==> src/design/ct_timer_consts.svh <==
`ifndef CT_TIMER_CONSTS_SVH
`define CT_TIMER_CONSTS_SVH
// ----------------------------------------
// register byte offsets
// ----------------------------------------
`define CT_OFS_LOW_COUNT_REG 5'h00
`define CT_OFS_HIGH_COUNT_REG 5'h04
`define CT_OFS_LOW_PERIOD_REG 5'h08
`define CT_OFS_HIGH_PERIOD_REG 5'h0c
`define CT_OFS_TCR 5'h10
`define CT_OFS_GLOBAL_CONTROL_REG 5'h14
// ----------------------------------------
// timer control fields, per half
// ----------------------------------------
`define CT_TCR_HALF 16
`define CT_TCR_STAT 0
`define CT_TCR_INV 1
`define CT_TCR_CP 3
`define CT_TCR_PWID 4
`define CT_TCR_ENA 6
`define CT_TCR_WMASK 32'h00fa00fa
`define CT_ENA_OFF 2'h0
`define CT_ENA_ONCE 2'h1
`define CT_ENA_CONT 2'h2
// ----------------------------------------
// global control fields
// ----------------------------------------
`define CT_GLOBAL_CONTROL_REG_LRS 0
`define CT_GLOBAL_CONTROL_REG_HRS 1
`define CT_GLOBAL_CONTROL_REG_MODE 2
`define CT_GLOBAL_CONTROL_REG_PSC 8
`define CT_GLOBAL_CONTROL_REG_TDDR 12
`define CT_GLOBAL_CONTROL_REG_WMASK 32'h0000f00f
// ----------------------------------------
// reset values
// ----------------------------------------
`define CT_RST_WORD 32'h00000000
`define CT_RST_NIB 4'h0
`define CT_RST_PW 2'h0
`endif

==> src/design/ct_pkg.sv <==
package ct_pkg;
  // configuration selected by the two mode bits
  typedef enum logic [1:0] {
    CT_M64 = 2'b00,
    CT_UNCH = 2'b01,
    CT_WDOG = 2'b10,
    CT_CHAIN = 2'b11
  } ct_mode_t;
endpackage

==> src/design/ct_timer.sv <==
// The Avalon-MM slave port and the register offsets are this design's own decisions.
`timescale 1ns/100ps
`include "ct_timer_consts.svh"

module ct_timer import ct_pkg::*; #(
  parameter int ADDR_W = 5
) (
  // clock and reset
  input wire logic clk,
  input wire logic rst_n,
  // avalon-mm slave
  input wire logic [ADDR_W-1:0] address,
  input wire logic read,
  input wire logic write,
  input wire logic [31:0] writedata,
  input wire logic [3:0] byteenable,
  output logic [31:0] readdata,
  output logic waitrequest,
  // timer outputs
  output logic outputPin,
  output logic lowerInterrupt,
  output logic lowerDmaEvent,
  output logic upperInterrupt,
  output logic upperDmaEvent
);

  // narrower buses cannot reach the global control word
  if (ADDR_W < 5) begin : gBadAddr
    $error("ct_timer: ADDR_W must be at least 5");
  end

  // ----------------------------------------
  // helpers
  // ----------------------------------------
  function automatic logic [31:0] beMerge(input logic [31:0] old,
      input logic [31:0] nw, input logic [3:0] be);
    logic [31:0] r;
    r = old;
    for (int b = 0; b < 4; b++) begin
      if (be[b]) begin
        r[b*8 +: 8] = nw[b*8 +: 8];
      end
    end
    return r;
  endfunction

  function automatic logic enaOn(input logic [1:0] e);
    return (e == `CT_ENA_ONCE) || (e == `CT_ENA_CONT);
  endfunction

  // ----------------------------------------
  // bus slave
  // ----------------------------------------
  logic ack_q;
  logic [31:0] rdData_q;
  logic [31:0] low_count_reg_q, high_count_reg_q, low_period_reg_q, high_period_reg_q, tcr_q, global_control_reg_q;
  logic [3:0] psCnt_q;
  logic [1:0] done_q, lvl;
  logic tick_q, psTick_q, evLo_q, evHi_q, pin_q;

  // one wait cycle, request taken on the second edge
  wire busReq = read | write;
  wire wrTake = write & ack_q;
  wire [4:0] adr = address[4:0];
  wire upperZero = (ADDR_W == 5) ? 1'b1 : (address >> 5) == '0;
  wire hitCntLo = upperZero && adr == `CT_OFS_LOW_COUNT_REG;
  wire hitCntHi = upperZero && adr == `CT_OFS_HIGH_COUNT_REG;
  wire hitPrdLo = upperZero && adr == `CT_OFS_LOW_PERIOD_REG;
  wire hitPrdHi = upperZero && adr == `CT_OFS_HIGH_PERIOD_REG;
  wire hitTcr = upperZero && adr == `CT_OFS_TCR;
  wire hitTgcr = upperZero && adr == `CT_OFS_GLOBAL_CONTROL_REG;
  wire wrCntLo = wrTake & hitCntLo;
  wire wrCntHi = wrTake & hitCntHi;
  wire wrTcr = wrTake & hitTcr;
  wire wrTgcr = wrTake & hitTgcr;
  wire [31:0] wrTgcrVal = beMerge(global_control_reg_q, writedata, byteenable);
  wire [31:0] tcrRd = (tcr_q & `CT_TCR_WMASK)
      | ({31'h0, lvl[0]} << `CT_TCR_STAT)
      | ({31'h0, lvl[1]} << (`CT_TCR_HALF + `CT_TCR_STAT));
  wire [31:0] tgcrRd = (global_control_reg_q & `CT_GLOBAL_CONTROL_REG_WMASK)
      | ({28'h0, psCnt_q} << `CT_GLOBAL_CONTROL_REG_PSC);
  wire [31:0] rdMux = hitCntLo ? low_count_reg_q
      : hitCntHi ? high_count_reg_q
      : hitPrdLo ? low_period_reg_q
      : hitPrdHi ? high_period_reg_q
      : hitTcr ? tcrRd
      : hitTgcr ? tgcrRd
      : 32'h00000000;

  assign waitrequest = busReq & ~ack_q;
  assign readdata = rdData_q;

  always_ff @(posedge clk) begin
    if (!rst_n) begin
      ack_q <= 1'b0;
      rdData_q <= `CT_RST_WORD;
    end else begin
      ack_q <= busReq & ~ack_q;
      if (read & ~ack_q) begin
        rdData_q <= rdMux;
      end
    end
  end

  // ----------------------------------------
  // configuration decode
  // ----------------------------------------
  ct_mode_t mode;
  assign mode = ct_mode_t'(global_control_reg_q[`CT_GLOBAL_CONTROL_REG_MODE +: 2]);
  wire m64 = mode == CT_M64;
  wire mCh = mode == CT_CHAIN;
  wire mUn = mode == CT_UNCH;
  wire lrs = global_control_reg_q[`CT_GLOBAL_CONTROL_REG_LRS];
  wire hrs = global_control_reg_q[`CT_GLOBAL_CONTROL_REG_HRS];
  wire [1:0] enaLo = tcr_q[`CT_TCR_ENA +: 2];
  wire [1:0] enaHi = tcr_q[`CT_TCR_HALF + `CT_TCR_ENA +: 2];
  wire [3:0] psPrd = global_control_reg_q[`CT_GLOBAL_CONTROL_REG_TDDR +: 4];

  // joined modes need both releases, unchained only its own
  wire loRun = lrs & enaOn(enaLo) & ~done_q[0]
      & (mUn | ((m64 | mCh) & hrs));
  wire hiRun = mUn & hrs & enaOn(enaHi) & ~done_q[1];

  // ----------------------------------------
  // counting
  // ----------------------------------------
  wire [63:0] cnt64 = {high_count_reg_q, low_count_reg_q};
  wire [63:0] prd64 = {high_period_reg_q, low_period_reg_q};
  wire [63:0] sum64 = cnt64 + 64'h1;
  // a zero period never counts and never matches, except the high period when chained
  wire run64 = m64 & loRun & (prd64 != 64'h0);
  wire match64 = cnt64 == prd64;
  wire loEq = low_count_reg_q == low_period_reg_q;
  wire hiEq = high_count_reg_q == high_period_reg_q;
  wire psEq = psCnt_q == psPrd;
  wire loNz = low_period_reg_q != 32'h0;
  wire hiNz = high_period_reg_q != 32'h0;
  // chained prescaler follows the low enable only
  wire hiStep = mCh ? loRun
      : (hiRun & psTick_q & hiNz);
  wire loStep = mCh ? (loRun & tick_q & loNz)
      : (mUn & loRun & loNz);
  wire evLo = run64 ? match64 : (loStep & loEq);
  wire evHi = mUn & hiStep & hiEq;

  wire [63:0] next64 = match64 ? 64'h0 : sum64;
  wire [31:0] loAdv = loEq ? 32'h0 : low_count_reg_q + 32'h1;
  wire [31:0] hiAdv = hiEq ? 32'h0 : high_count_reg_q + 32'h1;
  wire [3:0] psAdv = psEq ? `CT_RST_NIB : psCnt_q + 4'h1;

  wire [31:0] low_count_reg_d = wrCntLo
      ? beMerge(low_count_reg_q, writedata, byteenable)
      : run64 ? next64[31:0]
      : loStep ? loAdv
      : low_count_reg_q;
  wire [31:0] high_count_reg_d = wrCntHi
      ? beMerge(high_count_reg_q, writedata, byteenable)
      : run64 ? next64[63:32]
      : hiStep ? hiAdv
      : high_count_reg_q;
  // 4-bit prescaler runs on clk, the internal clock, only
  wire [3:0] psCnt_d = wrTgcr ? wrTgcrVal[`CT_GLOBAL_CONTROL_REG_PSC +: 4]
      : hiRun ? psAdv
      : psCnt_q;
  // one-shot stop; a new match beats a same-cycle rewrite
  wire [1:0] doneSet = {evHi & (enaHi == `CT_ENA_ONCE),
      evLo & (enaLo == `CT_ENA_ONCE)};
  wire [1:0] done_d = doneSet | (wrTcr ? 2'b00 : done_q);

  always_ff @(posedge clk) begin
    if (!rst_n) begin
      low_count_reg_q <= `CT_RST_WORD;
      high_count_reg_q <= `CT_RST_WORD;
      psCnt_q <= `CT_RST_NIB;
      done_q <= 2'b00;
    end else begin
      low_count_reg_q <= low_count_reg_d;
      high_count_reg_q <= high_count_reg_d;
      psCnt_q <= psCnt_d;
      done_q <= done_d;
    end
  end

  // ticks come out one cycle after the prescale match
  always_ff @(posedge clk) begin
    if (!rst_n) begin
      tick_q <= 1'b0;
      psTick_q <= 1'b0;
      evLo_q <= 1'b0;
      evHi_q <= 1'b0;
    end else begin
      tick_q <= mCh & loRun & hiEq;
      psTick_q <= hiRun & psEq;
      evLo_q <= evLo;
      evHi_q <= evHi;
    end
  end

  // ----------------------------------------
  // configuration registers
  // ----------------------------------------
  always_ff @(posedge clk) begin
    if (!rst_n) begin
      low_period_reg_q <= `CT_RST_WORD;
      high_period_reg_q <= `CT_RST_WORD;
      tcr_q <= `CT_RST_WORD;
      global_control_reg_q <= `CT_RST_WORD;
    end else begin
      if (wrTake & hitPrdLo) begin
        low_period_reg_q <= beMerge(low_period_reg_q, writedata, byteenable);
      end
      if (wrTake & hitPrdHi) begin
        high_period_reg_q <= beMerge(high_period_reg_q, writedata, byteenable);
      end
      if (wrTcr) begin
        tcr_q <= beMerge(tcr_q, writedata, byteenable)
            & `CT_TCR_WMASK;
      end
      if (wrTgcr) begin
        global_control_reg_q <= wrTgcrVal & `CT_GLOBAL_CONTROL_REG_WMASK;
      end
    end
  end

  // ----------------------------------------
  // output shaping, one per half
  // ----------------------------------------
  wire [1:0] evH = {evHi, evLo};
  for (genvar h = 0; h < 2; h++) begin : gHalf
    wire cp = tcr_q[h*`CT_TCR_HALF + `CT_TCR_CP];
    wire inv = tcr_q[h*`CT_TCR_HALF + `CT_TCR_INV];
    wire [1:0] pw = tcr_q[h*`CT_TCR_HALF + `CT_TCR_PWID +: 2];
    // per-half state, so each flop has exactly one writing process
    logic stat_q;
    logic [1:0] pwLeft_q;
    assign lvl[h] = stat_q ^ inv;
    always_ff @(posedge clk) begin
      if (!rst_n) begin
        stat_q <= 1'b0;
        pwLeft_q <= `CT_RST_PW;
      end else if (evH[h]) begin
        stat_q <= cp ? ~stat_q : 1'b1;
        pwLeft_q <= pw;
      end else if (!cp && stat_q) begin
        if (pwLeft_q == 2'h0) begin
          stat_q <= 1'b0;
        end else begin
          pwLeft_q <= pwLeft_q - 2'h1;
        end
      end
    end
  end

  // high level shows only in its status bit, low drives the pin
  always_ff @(posedge clk) begin
    if (!rst_n) begin
      pin_q <= 1'b0;
    end else begin
      pin_q <= lvl[0];
    end
  end

  assign outputPin = pin_q;
  assign lowerInterrupt = evLo_q;
  assign lowerDmaEvent = evLo_q;
  assign upperInterrupt = evHi_q;
  assign upperDmaEvent = evHi_q;
endmodule

==> config.mk <==
export PLATFORM = sky130hd
export DESIGN_NAME = ct_timer
export DESIGN_NICKNAME = d
export VERILOG_FILES = /design/src/design/ct_pkg.sv /design/src/design/ct_timer.sv
export VERILOG_INCLUDE_DIRS = /design/src /design/src/design
export SDC_FILE = /design/constraint.sdc
export NUM_CORES = 1
export LEC_CHECK = 0
export BUFFER_PORTS_ARGS = -buffer_cell sky130_fd_sc_hd__buf_4
export CAP_MARGIN = 20
export CELL_PAD_IN_SITES_DETAIL_PLACEMENT = 1
export CELL_PAD_IN_SITES_GLOBAL_PLACEMENT = 1
export CORE_MARGIN = 3
export CORE_UTILIZATION = 41
export DETAILED_ROUTE_END_ITERATION = 7
export PLACE_DENSITY = 0.82
export SLEW_MARGIN = 10
export SYNTH_ARGS = -nofsm -noshare
export SYNTH_HDL_FRONTEND = slang
export SYNTH_SLANG_ARGS = --single-unit
==> constraint.sdc <==
create_clock -name clk -period 2.3 [get_ports clk]
set_input_delay 0.46 -clock clk [delete_from_list [all_inputs] [get_ports clk]]
set_output_delay 0.46 -clock clk [all_outputs]
set_load 0.02 [all_outputs]
**Word level (Yosys, flattened, before mapping)**

Index checks and enable logic that the tools add are counted.

- Bits in registers: 198
- Output and inout port bits: 38

- $add $sub $neg: 6
- Eq/ne operators: 25
- Muxes and demuxes: 41
- Bitwise operators: 46
- Reduce and logical (&&, ||, !) cells: 44

Operators with widths:

| kind | count |
|---|---|
| $mux W32 | 12 |
| $add A32 B1 Y32 const B | 2 |
| $add A64 B1 Y64 const B | 1 |
| $eq A32 B32 Y1 | 2 |
| $eq A64 B64 Y1 | 1 |
| $mux W64 | 1 |
| $reduce_bool A32 Y1 | 2 |
| $reduce_bool A64 Y1 | 1 |
| $reduce_and A2 Y1 | 24 |
| $and A1 B1 Y1 | 32 |
| $mux W8 | 4 |
| $mux W24 | 1 |
| $or A24 B1 Y24 | 1 |
| $or A24 B17 Y24 | 1 |
| $ne A2 B2 Y1 const B | 10 |
| $mux W16 | 1 |
| $mux W4 | 4 |
| $or A16 B12 Y16 | 1 |
| $mux W2 | 7 |
| $mux W1 | 11 |
| $eq A5 B4 Y1 const B | 2 |
| $eq A5 B5 Y1 const B | 2 |
| $reduce_bool A2 Y1 | 5 |
| $eq A2 B1 Y1 const B | 3 |
| other kinds (15) | 31 |

**Logic depth before layout (Yosys ltp)**

- Depth in word-level cells: 12
- Mapped depth: 12
- Mapped depth without buffers: 10

**Worst setup path before layout**

No wires, ideal clock.

- Path kind: input -> register
- Start point: input address[2]
- End point: register low_count_reg_q[30]
- Library setup time: 0.120 ns
- Arrival: 2.269 ns
- Slack: -0.088 ns
- Stages: 9
- Path buffers: 3
- Cells stage by stage: buf_2 -> or4_1 -> nor3_2 -> buf_4 -> and2_1 -> clkbuf_1 -> nor2_4 -> o2bb2ai_1 -> o31a_1

- Word-level cells in the longest chain between the ends: 4
- Elaborated cells on any way between the ends: 6

RTL lines:

| item | RTL line | source |
|---|---|---|
| from (decl) | ct_timer.sv:12 | `input wire logic [ADDR_W-1:0] address,` |
| $logic_not A5 Y1 (no source line) (*) | n/a |  |
| $and A1 B1 Y1 (*) | ct_timer.sv:72 | `wire wrCntLo = wrTake & hitCntLo;` |
| $ne A2 B2 Y1 (no source line) or $reduce_bool A3 Y1 (tied branches) | n/a |  |
| $reduce_and A2 Y1 (no source line) | n/a |  |
| to (signal assigned) | ct_timer.sv:172 | `` low_count_reg_q <= `CT_RST_WORD; `` |
| to (signal assigned) | ct_timer.sv:177 | `low_count_reg_q <= low_count_reg_d;` |
| to (decl) | ct_timer.sv:56 | `logic [31:0] low_count_reg_q, high_count_reg_q, low_period_reg_q, high_period_reg_q, tcr_q, global_control_reg ...` |

Every way passes the cells marked *; elsewhere a longest branch is shown, timed or not.
A chain may end at the register's enable or synchronous reset.

**Worst setup path in the final report**

- Start point: register low_period_reg_q[7]
- End point: register high_count_reg_q[21]

- Word-level cells in the longest chain between the ends: 4
- Elaborated cells on any way between the ends: 8

RTL lines:

| item | RTL line | source |
|---|---|---|
| from (decl) | ct_timer.sv:56 |  |
| from (signal assigned) | ct_timer.sv:204 | `` low_period_reg_q <= `CT_RST_WORD; `` |
| from (signal assigned) | ct_timer.sv:210 | `low_period_reg_q <= beMerge(low_period_reg_q, writedata, byteenable);` |
| $eq A64 B64 Y1 or $reduce_bool A64 Y1 (tied branches) | ct_timer.sv:132, ct_timer.sv:131 |  |
| $mux W64 or $and A1 B1 Y1 (tied branches) | ct_timer.sv:146, ct_timer.sv:131 |  |
| $mux W32 or $reduce_bool A3 Y1 (tied branches) | n/a |  |
| $mux W32 or $reduce_and A2 Y1 (tied branches) | n/a |  |
| to (signal assigned) | ct_timer.sv:173 | `` high_count_reg_q <= `CT_RST_WORD; `` |
| to (signal assigned) | ct_timer.sv:178 | `high_count_reg_q <= high_count_reg_d;` |
| to (decl) | ct_timer.sv:56 |  |

Several ways; a longest one is shown, not always the timed one.

==> results.cfg <==
[worst_hold_path]
hp-class = in -> reg

[yosys]
yosysSeqAreaShare = 0.3296
synth-edff-count = 0
synth_flop_cell = dfxtp_1
synth_cells = 1554
postSynthAreaPerCell_um2 = 7.740
yosysWarnings = 0
ys_ff_latch = 198
synth_cell_type_count = 91
synth_fp_nets = 1609
netlist_area_mm2 = 0.01203
async_flop_share = 0

[floorplanning]
die_w_um = 177.3
core_area_mm2 = 0.02878
die_y_um = 177.3
core.rowCount = 62
ios = 83
start_util = 0.4179
dieArea_mm2 = 0.03143

[layout]
finalNonFillerCells = 2340
n_antenna_cell = 0
drive_above_1_share = 0.4003
area_growth_pct = 50.78
nets = 1998
fillers = 3362

[route]
vias = 16374
ant_nets = 0
viasPerCell = 6.997
wl_per_cell_um = 32.45
route.detailed.drc = 0
drt_iter0_drc = 2428
drt_pre_antenna_iters = 5
drt-total-wl_um = 75940

[sta]
maxSlewViolCount = 0
clock_skew_ps = 13.78
finalSetupViolCount = 78
tightest_slew_ps = 686.6
final_hold_viol_count = 0
timing.final.ws_setup_ps = -617.7
period_share = 1.269
slew_headroom = 0.5407
period_minus_slack_ps = 2918
setup_tns_ps = -28060
fmax_mhz = 342.7
grt_setup_unrepaired = true
worst_hold_slack_ps = 291.1

[critical_path]
rrSetupSlack_ps = -620
crit_path_frequent_cell = buf_4
crit_family = simple AND/OR/NAND/NOR gates
endpoint_kind = register
worst-path-buf-inv = 3
cp.required_ps = 2640
start_kind = register
critPathMaxFanout = 5
path_cells = xor2_1 > nor4_1 > nand4_1 > nor4_4 > buf_4 > nor3_2 > buf_6 > buf_4 > o21ai_0 > o21bai_1
path_class = reg -> reg
cp_slowest_stage_delay_ps = 430
slowest_stage = dfxtp_2
arrival_ps = 3260

[power_and_ir_drop]
power.leakage_nw = 7.503
ir_worst_vdd_uv = 735.3
powerDensity_mw_per_mm2 = 427.9

[grt]
antenna_found_initial = 1
gr-usage-all-layers = 0.4262
overflow = 0
grt_pass1_vias = 16005
grt_pass1_wl_um = 100900
grt_max_degree = 58

[status]
violations = negative setup slack
outcome = complete, but fails checks

[place]
gp_congestion = 1.028
placedCellCount = 2261
dpl.hpwl_um = 46340
io_buffers = 82

[clocking]
clk_latency_ps = 470
cts.path.max_buffers = 2
cts_root_buf = clkbuf_16
cts_tree = built
cts.sinks = 198
cts_buffers = 17
clkTransAtPathRegs_ps = 80
htreeDepth = 4

[run]
drv_cap = 0
==> timing repair <==
item	CTS	global route
setup endpoints to repair	73	73
pin swaps	85	87
gates cloned	3	1
buffers inserted	32	19
resized for setup	199	179
hold buffers	0	0
endpoints found under the hold margin	0	0
==> through the flow <==
stage / util / power (mW) / area [µm²] / worst slack [ps]
6_report: 0.6301 / 7.761 / 18130 / -617.7
5_1_grt: 0.6301 / 7.848 / 18130 / -706.9
4_1_cts: 0.5999 / 7.565 / 17260 / -316.1
3_5_place_dp: 0.5388 / 4.400 / 15510 / -529.5
3_3_place_gp: 0.5385 / 4.382 / 15500 / -559.9
2_1_floorplan: - / 3.938 / 12060 / -0.4146
==> cells in the final DEF (no fill, tap or decap), drive strengths merged, types with 9 or more instances in the layout <==
cell	instances
buf	497
dfxtp	198
nand2	190
a21oi	143
nor2	123
nand3	121
xor2	76
o21ai	68
mux2i	58
nor4	48
nor3	42
inv	32
o22ai	32
a211oi	28
nand4	26
a221oi	25
clkbuf	20
and2	17
and3	16
o31ai	16
or3	13
ha	10
o211ai	9
a31oi	9
o2bb2ai	9
==> logic make-up (layout without fill, tap and decap cells) <==
kind of cell,after synthesis,count (layout),synth area share
simple gates,631,631,0.2597
mux,59,59,0.04920
buf+inv,157,559,0.05940
compound gates,415,415,0.2306
flops,198,198,0.3296
xor+xnor,84,84,0.06117
fa+ha+maj,10,10,0.01040
==> tightest hold or removal path, cell delays in order <==
cell and delay, ps:
buf_4 140, nand3_1 70, a21oi_1 60
==> metal layers <==
metal | GRT usage | vias to the layer above | wire length [µm]
met1 | 0.5356 | 7968 | 26790
met4 | 0.2660 | 0 | 6725
met3 | 0.09502 | 505 | 9214
met2 | 0.6623 | 1475 | 33210
li1 | - | 6426 | -
met5 | 0 | - | 0
==> registers in the layout, summed over array words and instances (netlist names), 2 cells and up <==
signal                count
global_control_reg_q      8
high_period_reg_q        32
low_period_reg_q         32
gHalf.pwLeft_q            4
low_count_reg_q          32
gHalf.stat_q              2
readdata                 32
done_q                    2
psCnt_q                   4
tcr_q                    12
high_count_reg_q         32
==> cell usage after synthesis (all sizes together) (5+ instances only) <==
library cell    n  area, µm²
a32o            6      60.06
a32oi           5      43.79
nand3         121      605.6
nor4           48      349.1
nand4          26      175.2
or3            13      81.33
xor2           76      665.6
o211ai          9      72.57
nor2          123      495.5
xnor2           8      70.07
o22ai          32      212.7
o2bb2ai         9      78.83
nand2         190      713.2
mux2i          58      580.6
dfxtp         198       3964
o21ai          68      355.3
a21o            7      52.55
inv            27      101.4
a31oi           9      62.56
clkbuf         82      307.8
a221oi         25      219.0
ha             10      125.1
a22oi           6      45.04
and3           16      100.1
a211oi         28      210.2
nor3           42      237.7
buf            46      297.8
or2             7      43.80
and2           17      108.9
nand2b          7      43.79
o31ai          16      162.7
o31a            5      43.79
a21oi         143      734.5
==> cell type report <==
type                       instances  area, µm²  area share
clock buffer                      19      432.9     0.02387
clock inverter                    13      148.9    0.008210
inverter                          29      113.9    0.006278
multi-input combinational       1199       8666      0.4779
sequential                       198       4038      0.2226
tap                              384      480.5     0.02649
timing repair buffer             498       4255      0.2346
==> power by group <==
group          internal [mW]  switching, mW  total, mW  leakage (nW)
Sequential              3.45         0.0292       3.48          1.62
Clock                   1.63           1.61       3.23         0.280
Combinational          0.382          0.667       1.05          5.60
Total                   5.46           2.30       7.76          7.50
==> worst paths after layout <==
| check | startpoint | to | depth (start not counted) |
|---|---|---|---|
| max reg2reg | low_period_reg_q[7]$_SDFFE_PN0P_ | high_count_reg_q[21]$_SDFFE_PN0P_ | 10 |
| min | writedata[31] | high_period_reg_q[31]$_SDFFE_PN0P_ | 3 |
| max | low_period_reg_q[7]$_SDFFE_PN0P_ | high_count_reg_q[21]$_SDFFE_PN0P_ | 10 |
| min reg2reg | readdata[31]$_SDFFE_PN0P_ | readdata[31]$_SDFFE_PN0P_ | 2 |
(Power assumes the default switching activity.)
